### src/sfe_pkg.sv
/*
  Shared constants and types for the SPI frame error status block.
  Assumes a 24-clock SPI frame and an 8-bit status register.
*/
package sfe_pkg;

  // Frame length in clock edges of each polarity
  localparam int unsigned FRAME_EDGES = 24;
  // Edge counter width, wide enough to count past a full frame
  localparam int unsigned EDGE_CNT_W  = 6;
  localparam logic [EDGE_CNT_W-1:0] EDGE_CNT_MAX = 6'h3F;
  localparam logic [EDGE_CNT_W-1:0] EDGE_CNT_RST = 6'h00;

  // Status register width and reset value
  localparam int unsigned STAT_W   = 8;
  localparam logic [STAT_W-1:0] STAT_RST = 8'h00;

  // Status bit positions
  localparam int unsigned BIT_SDO_MISMATCH = 7;
  localparam int unsigned BIT_SHORT_FRAME  = 6;
  localparam int unsigned BIT_LONG_FRAME   = 5;
  localparam int unsigned BIT_BAD_COMMAND  = 4;
  localparam int unsigned BIT_CRC_FAIL     = 3;
  localparam int unsigned BIT_CLK_AT_FALL  = 2;
  localparam int unsigned BIT_CLK_AT_RISE  = 1;
  localparam int unsigned BIT_RESET_TERM   = 0;

  // Cycles the driven output must be stable before it is compared
  localparam logic [1:0] SDO_SETTLE = 2'h3;

  // Synchroniser stages
  localparam int unsigned SYNC_STAGES = 2;

  // Status flags, field order follows bit order 7..0
  typedef struct packed {
    logic output_feedback_mismatch_flag;
    logic short_frame_flag;
    logic long_frame_flag;
    logic bad_command_flag;
    logic receive_crc_fail_flag;
    logic clock_high_at_select_fall_flag;
    logic clock_high_at_select_rise_flag;
    logic reset_termination_flag;
  } sfe_flags_t;

  // Synchronised link pins
  typedef struct packed {
    logic sclk;
    logic csActive;
    logic sdoFeedback;
  } sfe_pins_t;

endpackage

### src/sfe_frame_status.sv
/*
  SPI frame checker and transfer error status register.
  Assumes the SPI decoder on clk supplies command, CRC, read and reset
  pulses and the driven output level; pins arrive asynchronously.
*/
// Summary of operation
// RQ1: Error flags latch high until register read
// RQ2: Read clears flag only if condition gone
// RQ3: Readout shows previous completed frame outcome
// RQ4: Under 24 rise or fall edges: short
// RQ5: Over 24 rise or fall edges: long
// RQ6: Driven output differs from feedback: output error
// RQ7: Invalid or undefined command sets command flag
// RQ8: Receive CRC failure sets CRC flag
// RQ9: Clock high at select fall: error
// RQ10: Clock high at select rise: error
// RQ11: Transfer aborted by reset event: flag
// RQ12: Flags zero from power-on reset
// RQ13: Register read-only, writes have no effect
// RQ14: Count edges in frame, check at end
`timescale 1ns/1ps
module sfe_frame_status
  import sfe_pkg::*;
#(
  parameter int unsigned FRAME_LEN = FRAME_EDGES
) (
  // Clock and power-on reset
  input  wire logic              clk,
  input  wire logic              rst_b,
  // Link pins, asynchronous to clk
  input  wire logic              sclkPin,
  input  wire logic              csPin_b,
  input  wire logic              sdoFeedbackPin,
  // Output driver state from the SPI shifter
  input  wire logic              sdoDrive,
  input  wire logic              sdoEnable,
  // Frame decoder events, one-cycle pulses on clk
  input  wire logic              cmdInvalid,
  input  wire logic              crcFail,
  input  wire logic              statusRead,
  input  wire logic              resetEvent,
  // Register value handed to the shifter for read-out
  output sfe_flags_t             statusValue,
  // Live flags, for diagnostics
  output sfe_flags_t             liveFlags,
  // Frame in progress
  output logic                   frameActive
);

  // Synchronised pins
  sfe_pins_t pinsSync;
  logic [2:0] pinsRaw;

  assign pinsRaw = {sclkPin, ~csPin_b, sdoFeedbackPin};

  // Chip select is inverted before sync so reset idles as deselected
  sfe_sync #(
    .WIDTH (3)
  ) uSync (
    .clk     (clk),
    .rst_b   (rst_b),
    .asyncIn (pinsRaw),
    .syncOut ({pinsSync.sclk, pinsSync.csActive, pinsSync.sdoFeedback})
  );

  logic selected;  // High while chip select pin is low
  assign selected = pinsSync.csActive;

  // Saturating increment, used for both edge counters
  function automatic logic [EDGE_CNT_W-1:0] satInc(
    input logic [EDGE_CNT_W-1:0] v
  );
    satInc = (v == EDGE_CNT_MAX) ? v : v + 1'b1;
  endfunction

  // Frame length compare against the nominal count
  function automatic logic lenBelow(input logic [EDGE_CNT_W-1:0] v);
    lenBelow = v < FRAME_LEN[EDGE_CNT_W-1:0];
  endfunction

  function automatic logic lenAbove(input logic [EDGE_CNT_W-1:0] v);
    lenAbove = v > FRAME_LEN[EDGE_CNT_W-1:0];
  endfunction

  // Edge tracking state
  logic                  sclkPrev_q, sclkPrev_d;   // Last sampled clock
  logic                  selPrev_q, selPrev_d;     // Last sampled select
  logic [EDGE_CNT_W-1:0] riseCnt_q, riseCnt_d;     // Rising edges
  logic [EDGE_CNT_W-1:0] fallCnt_q, fallCnt_d;     // Falling edges
  logic                  aborted_q, aborted_d;     // Frame cut by reset

  // Output comparison state
  logic [1:0]            drvDly_q, drvDly_d;       // Drive level delayed
  logic [1:0]            stable_q, stable_d;       // Cycles drive stable

  // Flag state
  sfe_flags_t            flags_q, flags_d;         // Live sticky flags
  sfe_flags_t            shown_q, shown_d;         // Snapshot for read-out
  logic                  active_q, active_d;       // Frame active copy

  // Decoded edges and per-frame events
  logic       sclkRise, sclkFall, selFall, selRise;
  logic       mismatch;
  sfe_flags_t setVec;    // Events raising flags this cycle
  sfe_flags_t present;   // Conditions still holding
  sfe_flags_t clearVec;  // Bits a read removes

  // Edge detection on synchronised pins
  always_comb begin
    sclkRise = pinsSync.sclk & ~sclkPrev_q;
    sclkFall = ~pinsSync.sclk & sclkPrev_q;
    selFall  = selected & ~selPrev_q;   // Chip select high to low
    selRise  = ~selected & selPrev_q;   // Chip select low to high
  end

  // Edge counters and abort tracking
  always_comb begin
    sclkPrev_d = pinsSync.sclk;
    selPrev_d  = selected;
    riseCnt_d  = riseCnt_q;
    fallCnt_d  = fallCnt_q;
    aborted_d  = aborted_q;
    if (selFall) begin
      // New frame restarts counting
      riseCnt_d = EDGE_CNT_RST;
      fallCnt_d = EDGE_CNT_RST;
      aborted_d = 1'b0;
    end else if (selected) begin
      // Count each polarity separately while selected
      if (sclkRise) begin
        riseCnt_d = satInc(riseCnt_q); // RQ14
      end
      if (sclkFall) begin
        fallCnt_d = satInc(fallCnt_q); // RQ14
      end
      if (resetEvent) begin
        // Cut frame: its edge counts no longer mean anything
        aborted_d = 1'b1;
      end
    end
  end

  // Output feedback compare; the delay matches the two sync stages,
  // and the settle wait avoids flagging the pin's own transition time
  always_comb begin
    drvDly_d = {drvDly_q[0], sdoDrive};
    if (drvDly_q[1] != drvDly_q[0]) begin
      stable_d = 2'h0;
    end else if (stable_q != SDO_SETTLE) begin
      stable_d = stable_q + 2'h1;
    end else begin
      stable_d = stable_q;
    end
    mismatch = selected & sdoEnable & (stable_q == SDO_SETTLE) &
               (drvDly_q[1] != pinsSync.sdoFeedback); // RQ6
  end

  // Event vector and still-present conditions
  always_comb begin
    setVec = '0;
    setVec.output_feedback_mismatch_flag  = mismatch; // RQ6
    // Length is judged only on a frame that ended normally
    setVec.short_frame_flag = selRise & ~aborted_q &
      (lenBelow(riseCnt_q) | lenBelow(fallCnt_q)); // RQ4
    setVec.long_frame_flag  = selRise & ~aborted_q &
      (lenAbove(riseCnt_q) | lenAbove(fallCnt_q)); // RQ5
    setVec.bad_command_flag               = cmdInvalid; // RQ7
    setVec.receive_crc_fail_flag          = crcFail; // RQ8
    setVec.clock_high_at_select_fall_flag = selFall & pinsSync.sclk; // RQ9
    setVec.clock_high_at_select_rise_flag = selRise & pinsSync.sclk; // RQ10
    setVec.reset_termination_flag         = selected & resetEvent; // RQ11
    // Only the output mismatch is a lasting level; others are events
    present = '0;
    present.output_feedback_mismatch_flag = mismatch;
  end

  // Sticky flags, snapshot and read clear
  always_comb begin
    // Only bits that were reported and are no longer present clear
    clearVec = statusRead ? (shown_q & ~present) : '0; // RQ2
    // A read while the cause persists leaves the flag standing
    // Set wins over clear in the same cycle
    flags_d  = (flags_q & ~clearVec) | setVec; // RQ1
    shown_d  = shown_q;
    if (selFall) begin
      // Capture at frame start so the read shows the prior frame
      shown_d = flags_q | setVec; // RQ3
    end
    active_d = selected;
  end

  // All state registers; power-on reset zeroes every flag
  always_ff @(posedge clk or negedge rst_b) begin
    if (!rst_b) begin
      sclkPrev_q <= 1'b0;
      selPrev_q  <= 1'b0;
      riseCnt_q  <= EDGE_CNT_RST;
      fallCnt_q  <= EDGE_CNT_RST;
      aborted_q  <= 1'b0;
      drvDly_q   <= 2'h0;
      stable_q   <= 2'h0;
      flags_q    <= sfe_flags_t'(STAT_RST); // RQ12
      shown_q    <= sfe_flags_t'(STAT_RST); // RQ12
      active_q   <= 1'b0;
    end else begin
      sclkPrev_q <= sclkPrev_d;
      selPrev_q  <= selPrev_d;
      riseCnt_q  <= riseCnt_d;
      fallCnt_q  <= fallCnt_d;
      aborted_q  <= aborted_d;
      drvDly_q   <= drvDly_d;
      stable_q   <= stable_d;
      flags_q    <= flags_d;
      shown_q    <= shown_d;
      active_q   <= active_d;
    end
  end

  // No write path exists: the register can only be read
  assign statusValue = shown_q; // RQ13
  // Live copy includes bits set since the last snapshot
  assign liveFlags   = flags_q;
  assign frameActive = active_q;

endmodule

### src/sfe_sync.sv
/*
  Two-flop level synchroniser for a bundle of asynchronous inputs.
  Assumes inputs are plain levels; pulses shorter than a clock are lost.
*/
`timescale 1ns/1ps
module sfe_sync
  import sfe_pkg::*;
#(
  parameter int unsigned WIDTH = 3
) (
  // Clock and reset
  input  wire logic             clk,
  input  wire logic             rst_b,
  // Asynchronous input and synchronised output
  input  wire logic [WIDTH-1:0] asyncIn,
  output logic      [WIDTH-1:0] syncOut
);

  logic [WIDTH-1:0] meta_q;  // First stage, read only by second stage
  logic [WIDTH-1:0] sync_q;  // Second stage
  logic [WIDTH-1:0] meta_d;
  logic [WIDTH-1:0] sync_d;

  // Next values of both stages
  always_comb begin
    meta_d = asyncIn;
    sync_d = meta_q;
  end

  // Stage registers; reset to zero, the caller picks idle polarity
  always_ff @(posedge clk or negedge rst_b) begin
    if (!rst_b) begin
      meta_q <= '0;
      sync_q <= '0;
    end else begin
      meta_q <= meta_d;
      sync_q <= sync_d;
    end
  end

  assign syncOut = sync_q;

endmodule

### config.mk
export PLATFORM = sky130hd
export DESIGN_NAME = sfe_frame_status
export DESIGN_NICKNAME = d
export VERILOG_FILES = /design/src/sfe_pkg.sv /design/src/sfe_frame_status.sv /design/src/sfe_sync.sv
export SDC_FILE = /design/constraint.sdc
export NUM_CORES = 1
export LEC_CHECK = 0
export ABC_AREA = 1
export BUFFER_PORTS_ARGS = -buffer_cell sky130_fd_sc_hd__clkbuf_2
export CAP_MARGIN = 20
export CORE_ASPECT_RATIO = 1.2
export CORE_MARGIN = 10
export CORE_UTILIZATION = 50
export DETAILED_ROUTE_END_ITERATION = 10
export PLACE_DENSITY = 0.76
export SYNTH_ARGS = -nofsm -noshare
export SYNTH_HDL_FRONTEND = slang
export SYNTH_SLANG_ARGS = --single-unit
### constraint.sdc
create_clock -name clk -period 1.3 [get_ports clk]
set_clock_uncertainty 0.15 [all_clocks]
set_input_delay 0.065 -clock clk [delete_from_list [all_inputs] [get_ports clk]]
set_output_delay 0.065 -clock clk [all_outputs]
set_load 0.01 [all_outputs]
==> reports/results.txt, run 1 <==
total global routing overflow - 0
overall routing resource usage - 12.3%
startpoint types - register
largest net degree at the start of global routing - 42
arrival time worst endpoint - 1.46 ns
nets - 289
outcome - finished, violations left
MaxCap Viol Count - 0
Leakage Power - 0.00134 uW
post-route cell area - 2600 um^2
crit share post-route - 110%
violated checks - negative setup slack
worst relative slew slack - 84.7%
Die Height - 87.0 um
clock tree from TritonCTS - done
share of cells above drive strength 1 - 38.0%
count of boundary I/O pins - 28
maximum ir drop on the vdd rail - 0.784 mV
number of pins with negative max-slew slack in the final report - 0
Buf/Inv on CP - 0
routed wire length - 4040 um
Wirelength per Cell - 12.4 um
HP Start - sdoEnable
number of distinct library cell variants in the gate-level netlist after synthesis - 28
minimum setup slack after placement - -0.119 ns
Reg-to-Reg Start - riseCnt_q[1]
nets in the synthesized netlist - 226
required time of the critical path - 1.34 ns
dpl hpwl - 2630 um
Vias/cell - 4.90
number of antenna repair diodes - 0
area post-placement - 2170 um^2
most frequent cells in the layout - nand2_1, dfrtp_1, clkbuf_2
P&R area growth vs syn - 39.1%
Cell Area, Synth - 1870 um^2
clock insertion delay at the later pin of the skew report - 0.29 ns
hold path cells - 4
Initial Util - 51.4%
commonest non-fill, non-tap cell in the layout - nand2_1
drt first pass iters - 4
Horiz. Die Dim - 75.8 um
cell class contributing the biggest share of worst-path delay - simple AND/OR/NAND/NOR gates
cell count of the worst reg-to-reg path - 8
number of clock sinks - 41
area of the die - 6590 um^2
clock buffer count from CTS - 5
highest cell delay on the worst timing path - 0.37 ns
Max Fclk - 701 MHz
post-synthesis average cell area - 8.90 um^2
placer congestion estimate - 0.785
Worst-Margin Slew - 0.230 ns
endpoint of the lowest-slack register-to-register path - riseCnt_q[2]
H-tree depth reported by CTS - 2
worst setup path class - reg -> reg
maximum fanout along the worst path - 6
row count - 24
endpoint class of the critical path - register
setup slack, reg-to-reg - -0.13 ns
initial antenna violation count - 0
first-iteration detailed-routing DRC count - 107
Port Buf Inserts - 27
sequential fraction of the synthesis area - 54.9%
ordered list of cells on the worst path - ha_2 > nand2_2 > nor2_4 > nand2_2 > nand2_2 > nand2_4 > nand2_1 > o21ai_1
Worst Slack Setup Final - -0.126 ns
antenna-violating nets left - 0
number of warning messages in the yosys log - 0
maximum clock insertion buffer count - 2
Final Critical Period - 1.43 ns
core box area - 3630 um^2
final count of hold timing violations - 0
clock transition at the register clock pins on the worst setup and hold paths after CTS - 0.08 ns
CP dominant cell by count - nand2_2
total power - 3450 uW
sink of the worst hold path - liveFlags[7]
sequential standard cell area - 1030 um^2
flip-flop and latch count after synthesis - 41
worst hold path type - in -> reg
root buffer cell - clkbuf_8
first-pass GRT wire length - 6360 um
total area of multi-input combinational cells - 822 um^2
fill count - 262
RSZ-0062 raised after global routing - yes
residual DRC count - 0
number of global-route vias before repair - 1494
Setup violations, final - 13
count of vias placed by the detailed router - 1598
Synth Instances - 210
crit path max-delay cell type - dfrtp_1
power per cell area - 1330 nW/um^2
==> Yosys cell counts, drive strengths merged <==
cell | instances | area share, %
nor3 | 2 | 0.54
inv | 32 | 6.4
a31oi | 4 | 1.3
nor2 | 18 | 5.0
or2 | 1 | 0.34
a32o | 1 | 0.54
clkbuf | 1 | 0.20
buf | 2 | 1.2
xor2 | 3 | 1.4
nand3 | 9 | 2.4
ha | 5 | 3.3
and3 | 1 | 0.40
mux2 | 1 | 0.60
xnor2 | 1 | 0.47
nand4 | 5 | 1.7
o21ai | 14 | 4.2
o211ai | 1 | 0.40
nand2 | 64 | 13
dfrtp | 41 | 55
a21oi | 4 | 1.3
==> timing repair <==
item / 4_1_cts / 5_1_grt
setup endpoints to repair: 18 / 24
buffers inserted: 2 / 7
pin swaps: 3 / 10
hold buffers: 9 / 0
hold endpoints to repair: 52 / 0
cloned: 0 / 0
resized for setup: 7 / 35
==> where the power goes <==
group	internal, uW	switching [uW]	total [uW]
combinational	315	329	644
clock	773	470	1240
sequential	1430	130	1560
==> sequential cells by signal, indices dropped and copies added (netlist names) <==
| register | flops |
|---|---|
| liveFlags | 8 |
| statusValue | 8 |
| fallCnt_q | 6 |
| riseCnt_q | 6 |
| uSync.meta_q | 3 |
| uSync.syncOut | 3 |
| drvDly_q | 2 |
| stable_q | 2 |
| aborted_q | 1 |
| frameActive | 1 |
| sclkPrev_q | 1 |
==> per-layer routing <==
layer,wire length [um],track usage [%],up-vias
met5,0,0,-
met3,226,3.88,7
met2,2100,21.0,35
met4,61,4.74,0
met1,1650,13.6,767
li1,-,-,789
==> final cells by class <==
class | instances | share of cell area, %
repair buffers | 59 | 16.1
inverters | 32 | 4.91
clock inverters | 3 | 2.65
clock buffers | 5 | 2.65
well taps | 52 | 2.50
flip-flops and latches | 41 | 39.6
multi-input cells | 134 | 31.6
==> kinds of logic (layout without fill, tap and decap cells) <==
group | count (synthesis) | in the layout | share of synthesized area [%]
multiplexers | 1 | 1 | 0.603
AO/OA/AOI/OAI | 24 | 24 | 7.70
flip-flops | 41 | 41 | 54.9
adder cells (fa/ha/maj) | 5 | 5 | 3.35
XOR/XNOR | 4 | 4 | 1.88
buffers and inverters | 35 | 99 | 7.84
AND/OR/NAND/NOR | 100 | 100 | 23.7
==> worst max-delay path by stage <==
stage	slack [ns]	cells after the start	end	startpoint
floorplan	0.001	5	fallCnt_q[0]	frameActive
global placement	-0.06	8	riseCnt_q[2]	riseCnt_q[1]
detailed placement	-0.12	9	fallCnt_q[2]	fallCnt_q[0]
CTS	-0.10	9	fallCnt_q[2]	fallCnt_q[0]
global route	-0.19	9	riseCnt_q[4]	riseCnt_q[1]
finish	-0.13	8	riseCnt_q[2]	riseCnt_q[1]
==> metrics by stage <==
stage               cells  setup TNS (ns)  hold slack (ns)  util (%)
floorplan             210               0           -0.381         -
global placement      300          -0.489          -0.0962      59.6
detailed placement    300           -1.03          -0.0910      59.6
CTS                   319           -1.01           0.0137      66.9
global route          326           -2.27           0.0487      71.5
finish                326           -1.17           0.0337      71.5
==> worst min-delay path, delay by kind of cell <==
family                 cells  cell delay (ns)
AND/OR/NAND/NOR            2             0.24
buffers and inverters      1             0.07
AO/OA/AOI/OAI              1             0.07
Note: power is estimated with default switching activity, not from simulation.
==> inputs of run 2 (changes only) <==
--- a/config.mk
+++ b/config.mk
@@ -12,7 +12,7 @@
 export CORE_MARGIN = 10
 export CORE_UTILIZATION = 50
 export DETAILED_ROUTE_END_ITERATION = 10
-export PLACE_DENSITY = 0.76
+export PLACE_DENSITY_LB_ADDON = 0.08
 export SYNTH_ARGS = -nofsm -noshare
 export SYNTH_HDL_FRONTEND = slang
 export SYNTH_SLANG_ARGS = --single-unit
==> run 2 against run 1 <==
Effect of this change:
- the run still ends with negative setup slack left
- register-to-register slack about the same
- worst setup slack worse by 0.0061 ns
- combinational power down 3.6%
- non-clock buffer count up 5
- die area unchanged
==> reports/results.txt, run 2 (synthesized netlist as in run 1, its figures left out) <==
clock buffer count from CTS - 5 (unchanged)
number of clock sinks - 41 (unchanged)
overall routing resource usage - 13.4% (+1.1 points)
Reg-to-Reg Start - riseCnt_q[1]
setup slack, reg-to-reg - -0.13 ns (about the same)
Die Height - 87.0 um (unchanged)
most frequent cells in the layout - nand2_1, dfrtp_1, inv_1, clkbuf_2, buf_4
Setup violations, final - 14 (+1)
final count of hold timing violations - 0 (unchanged)
number of pins with negative max-slew slack in the final report - 0 (unchanged)
placer congestion estimate - 0.807 (+2.8%)
crit path max-delay cell type - dfrtp_1
row count - 24 (unchanged)
MaxCap Viol Count - 0 (unchanged)
commonest non-fill, non-tap cell in the layout - nand2_1
post-layout util - 70.7% (-0.83 points)
cell count of the worst reg-to-reg path - 9 (+1)
first-iteration detailed-routing DRC count - 105 (-1.9%)
count of boundary I/O pins - 28 (unchanged)
worst setup path class - reg -> reg
HP Start - sdoEnable
nets - 294 (+1.7%)
violated checks - negative setup slack
RSZ-0062 raised after global routing - yes
endpoint of the lowest-slack register-to-register path - riseCnt_q[5]
hold path cells - 4 (unchanged)
Port Buf Inserts - 27 (unchanged)
crit share post-route - 110% (+0.47 points)
initial antenna violation count - 0 (unchanged)
share of cells above drive strength 1 - 36.6% (-1.4 points)
Wirelength per Cell - 12.2 um (-1.3%)
worst hold path type - in -> reg
routed wire length - 4050 um (+0.17%)
arrival time worst endpoint - 1.47 ns (about the same)
sink of the worst hold path - liveFlags[7]
maximum clock insertion buffer count - 2 (unchanged)
highest cell delay on the worst timing path - 0.38 ns (about the same)
Max Fclk - 698 MHz (-0.43%)
P&R area growth vs syn - 37.5%
clock transition at the register clock pins on the worst setup and hold paths after CTS - 0.07 ns (about the same)
antenna-violating nets left - 0 (unchanged)
dpl hpwl - 2730 um (+3.7%)
core box area - 3630 um^2 (unchanged)
first-pass GRT wire length - 7000 um (+10%)
drt first pass iters - 4 (unchanged)
clock tree from TritonCTS - done
startpoint types - register
Initial Util - 51.4% (unchanged)
worst hold slack - 0.0243 ns (-0.00943 ns)
post-route cell area - 2570 um^2 (-1.2%)
Worst Slack Setup Final - -0.132 ns (-0.00613 ns)
clock insertion delay at the later pin of the skew report - 0.29 ns (about the same)
power per cell area - 1250 nW/um^2 (-6.0%)
maximum ir drop on the vdd rail - 0.922 mV (+18%)
ordered list of cells on the worst path - ha_2 > nand2_2 > nor2_4 > nand2_2 > buf_4 > nand3_2 > nand2_1 > nand2_1 > nor2_1
total global routing overflow - 0 (unchanged)
residual DRC count - 0 (unchanged)
final standard cell count with taps included and fillers excluded - 331 (+1.5%)
Final Critical Period - 1.43 ns (+0.00613 ns)
H-tree depth reported by CTS - 2 (unchanged)
count of vias placed by the detailed router - 1554 (-2.8%)
minimum setup slack after placement - -0.119 ns (-0.000585 ns)
root buffer cell - clkbuf_8
required time of the critical path - 1.34 ns (about the same)
outcome - finished, violations left
Vias/cell - 4.69 (-4.2%)
largest net degree at the start of global routing - 42 (unchanged)
endpoint class of the critical path - register
area post-placement - 2210 um^2 (+2.1%)
cell total after placement - 306 (+2.0%)
number of global-route vias before repair - 1664 (+11%)
area of the die - 6590 um^2 (unchanged)
worst relative slew slack - 82.6% (-2.0 points)
Worst-Margin Slew - 0.260 ns (+0.0305 ns)
number of antenna repair diodes - 0 (unchanged)
Leakage Power - 0.00135 uW (+0.68%)
maximum fanout along the worst path - 3 (-3)
Horiz. Die Dim - 75.8 um (unchanged)
run 2: worst max path at each step:
stage	start	endpoint	slack, ns	cells after the start
finish	riseCnt_q[1]	riseCnt_q[5]	-0.13	9
detailed placement	fallCnt_q[0]	fallCnt_q[0]	-0.12	6
floorplan	frameActive	fallCnt_q[0]	0.001	5
global placement	fallCnt_q[0]	fallCnt_q[5]	-0.08	6
global route	uSync.syncOut[2]	riseCnt_q[4]	-0.22	6
CTS	riseCnt_q[1]	riseCnt_q[2]	-0.1	8
run 2: through the flow:
step	TNS [ns]	power, uW
finish	-1.04	3200
global route	-2.58	3390
CTS	-0.892	3210
detailed placement	-1.06	2120
global placement	-0.621	2100
floorplan	0	1860
run 2: repair_timing:
action                                  in CTS  in global routing
resized for setup                           14                 19
endpoints found under the hold margin       52                  0
pin swaps                                   10                 11
hold buffers                                 9                  0
endpoints found under the setup margin      16                 24
setup buffers                                2                  6
run 2: area by class of cell:
class | instances | area [um^2]
Clock inverter | 1 | 30.0
Multi-Input combinational cell | 134 | 776
Clock buffer | 7 | 86.3
Timing Repair Buffer | 64 | 452
Sequential cell | 41 | 1030
Tap cell | 52 | 65.1
Inverter | 32 | 130
Fill cell | 289 | 1060
run 2: critical path, delay by kind of cell (launching register included):
| family | cells | cell delay, ns |
|---|---|---|
| AND/OR/NAND/NOR | 7 | 0.45 |
| flip-flops | 1 | 0.38 |
| adder cells (fa/ha/maj) | 1 | 0.20 |
| buffers and inverters | 1 | 0.14 |
run 2: metal layers:
| layer | vias to the layer above | part of all wire (%) | wire length (um) | track usage, % |
|---|---|---|---|---|
| met5 | - | 0 | 0 | 0 |
| met4 | 0 | 1.8 | 73 | 4.57 |
| met3 | 8 | 6.0 | 243 | 4.57 |
| met2 | 25 | 50 | 2030 | 23.1 |
| met1 | 725 | 42 | 1700 | 14.8 |
| li1 | 796 | - | - | - |
run 2: power by group:
part / leakage, uW / internal, uW / switching [uW]
Sequential: 0.000508 / 1430 / 109
Clock: 0.0000585 / 626 / 415
Combinational: 0.000781 / 295 / 326
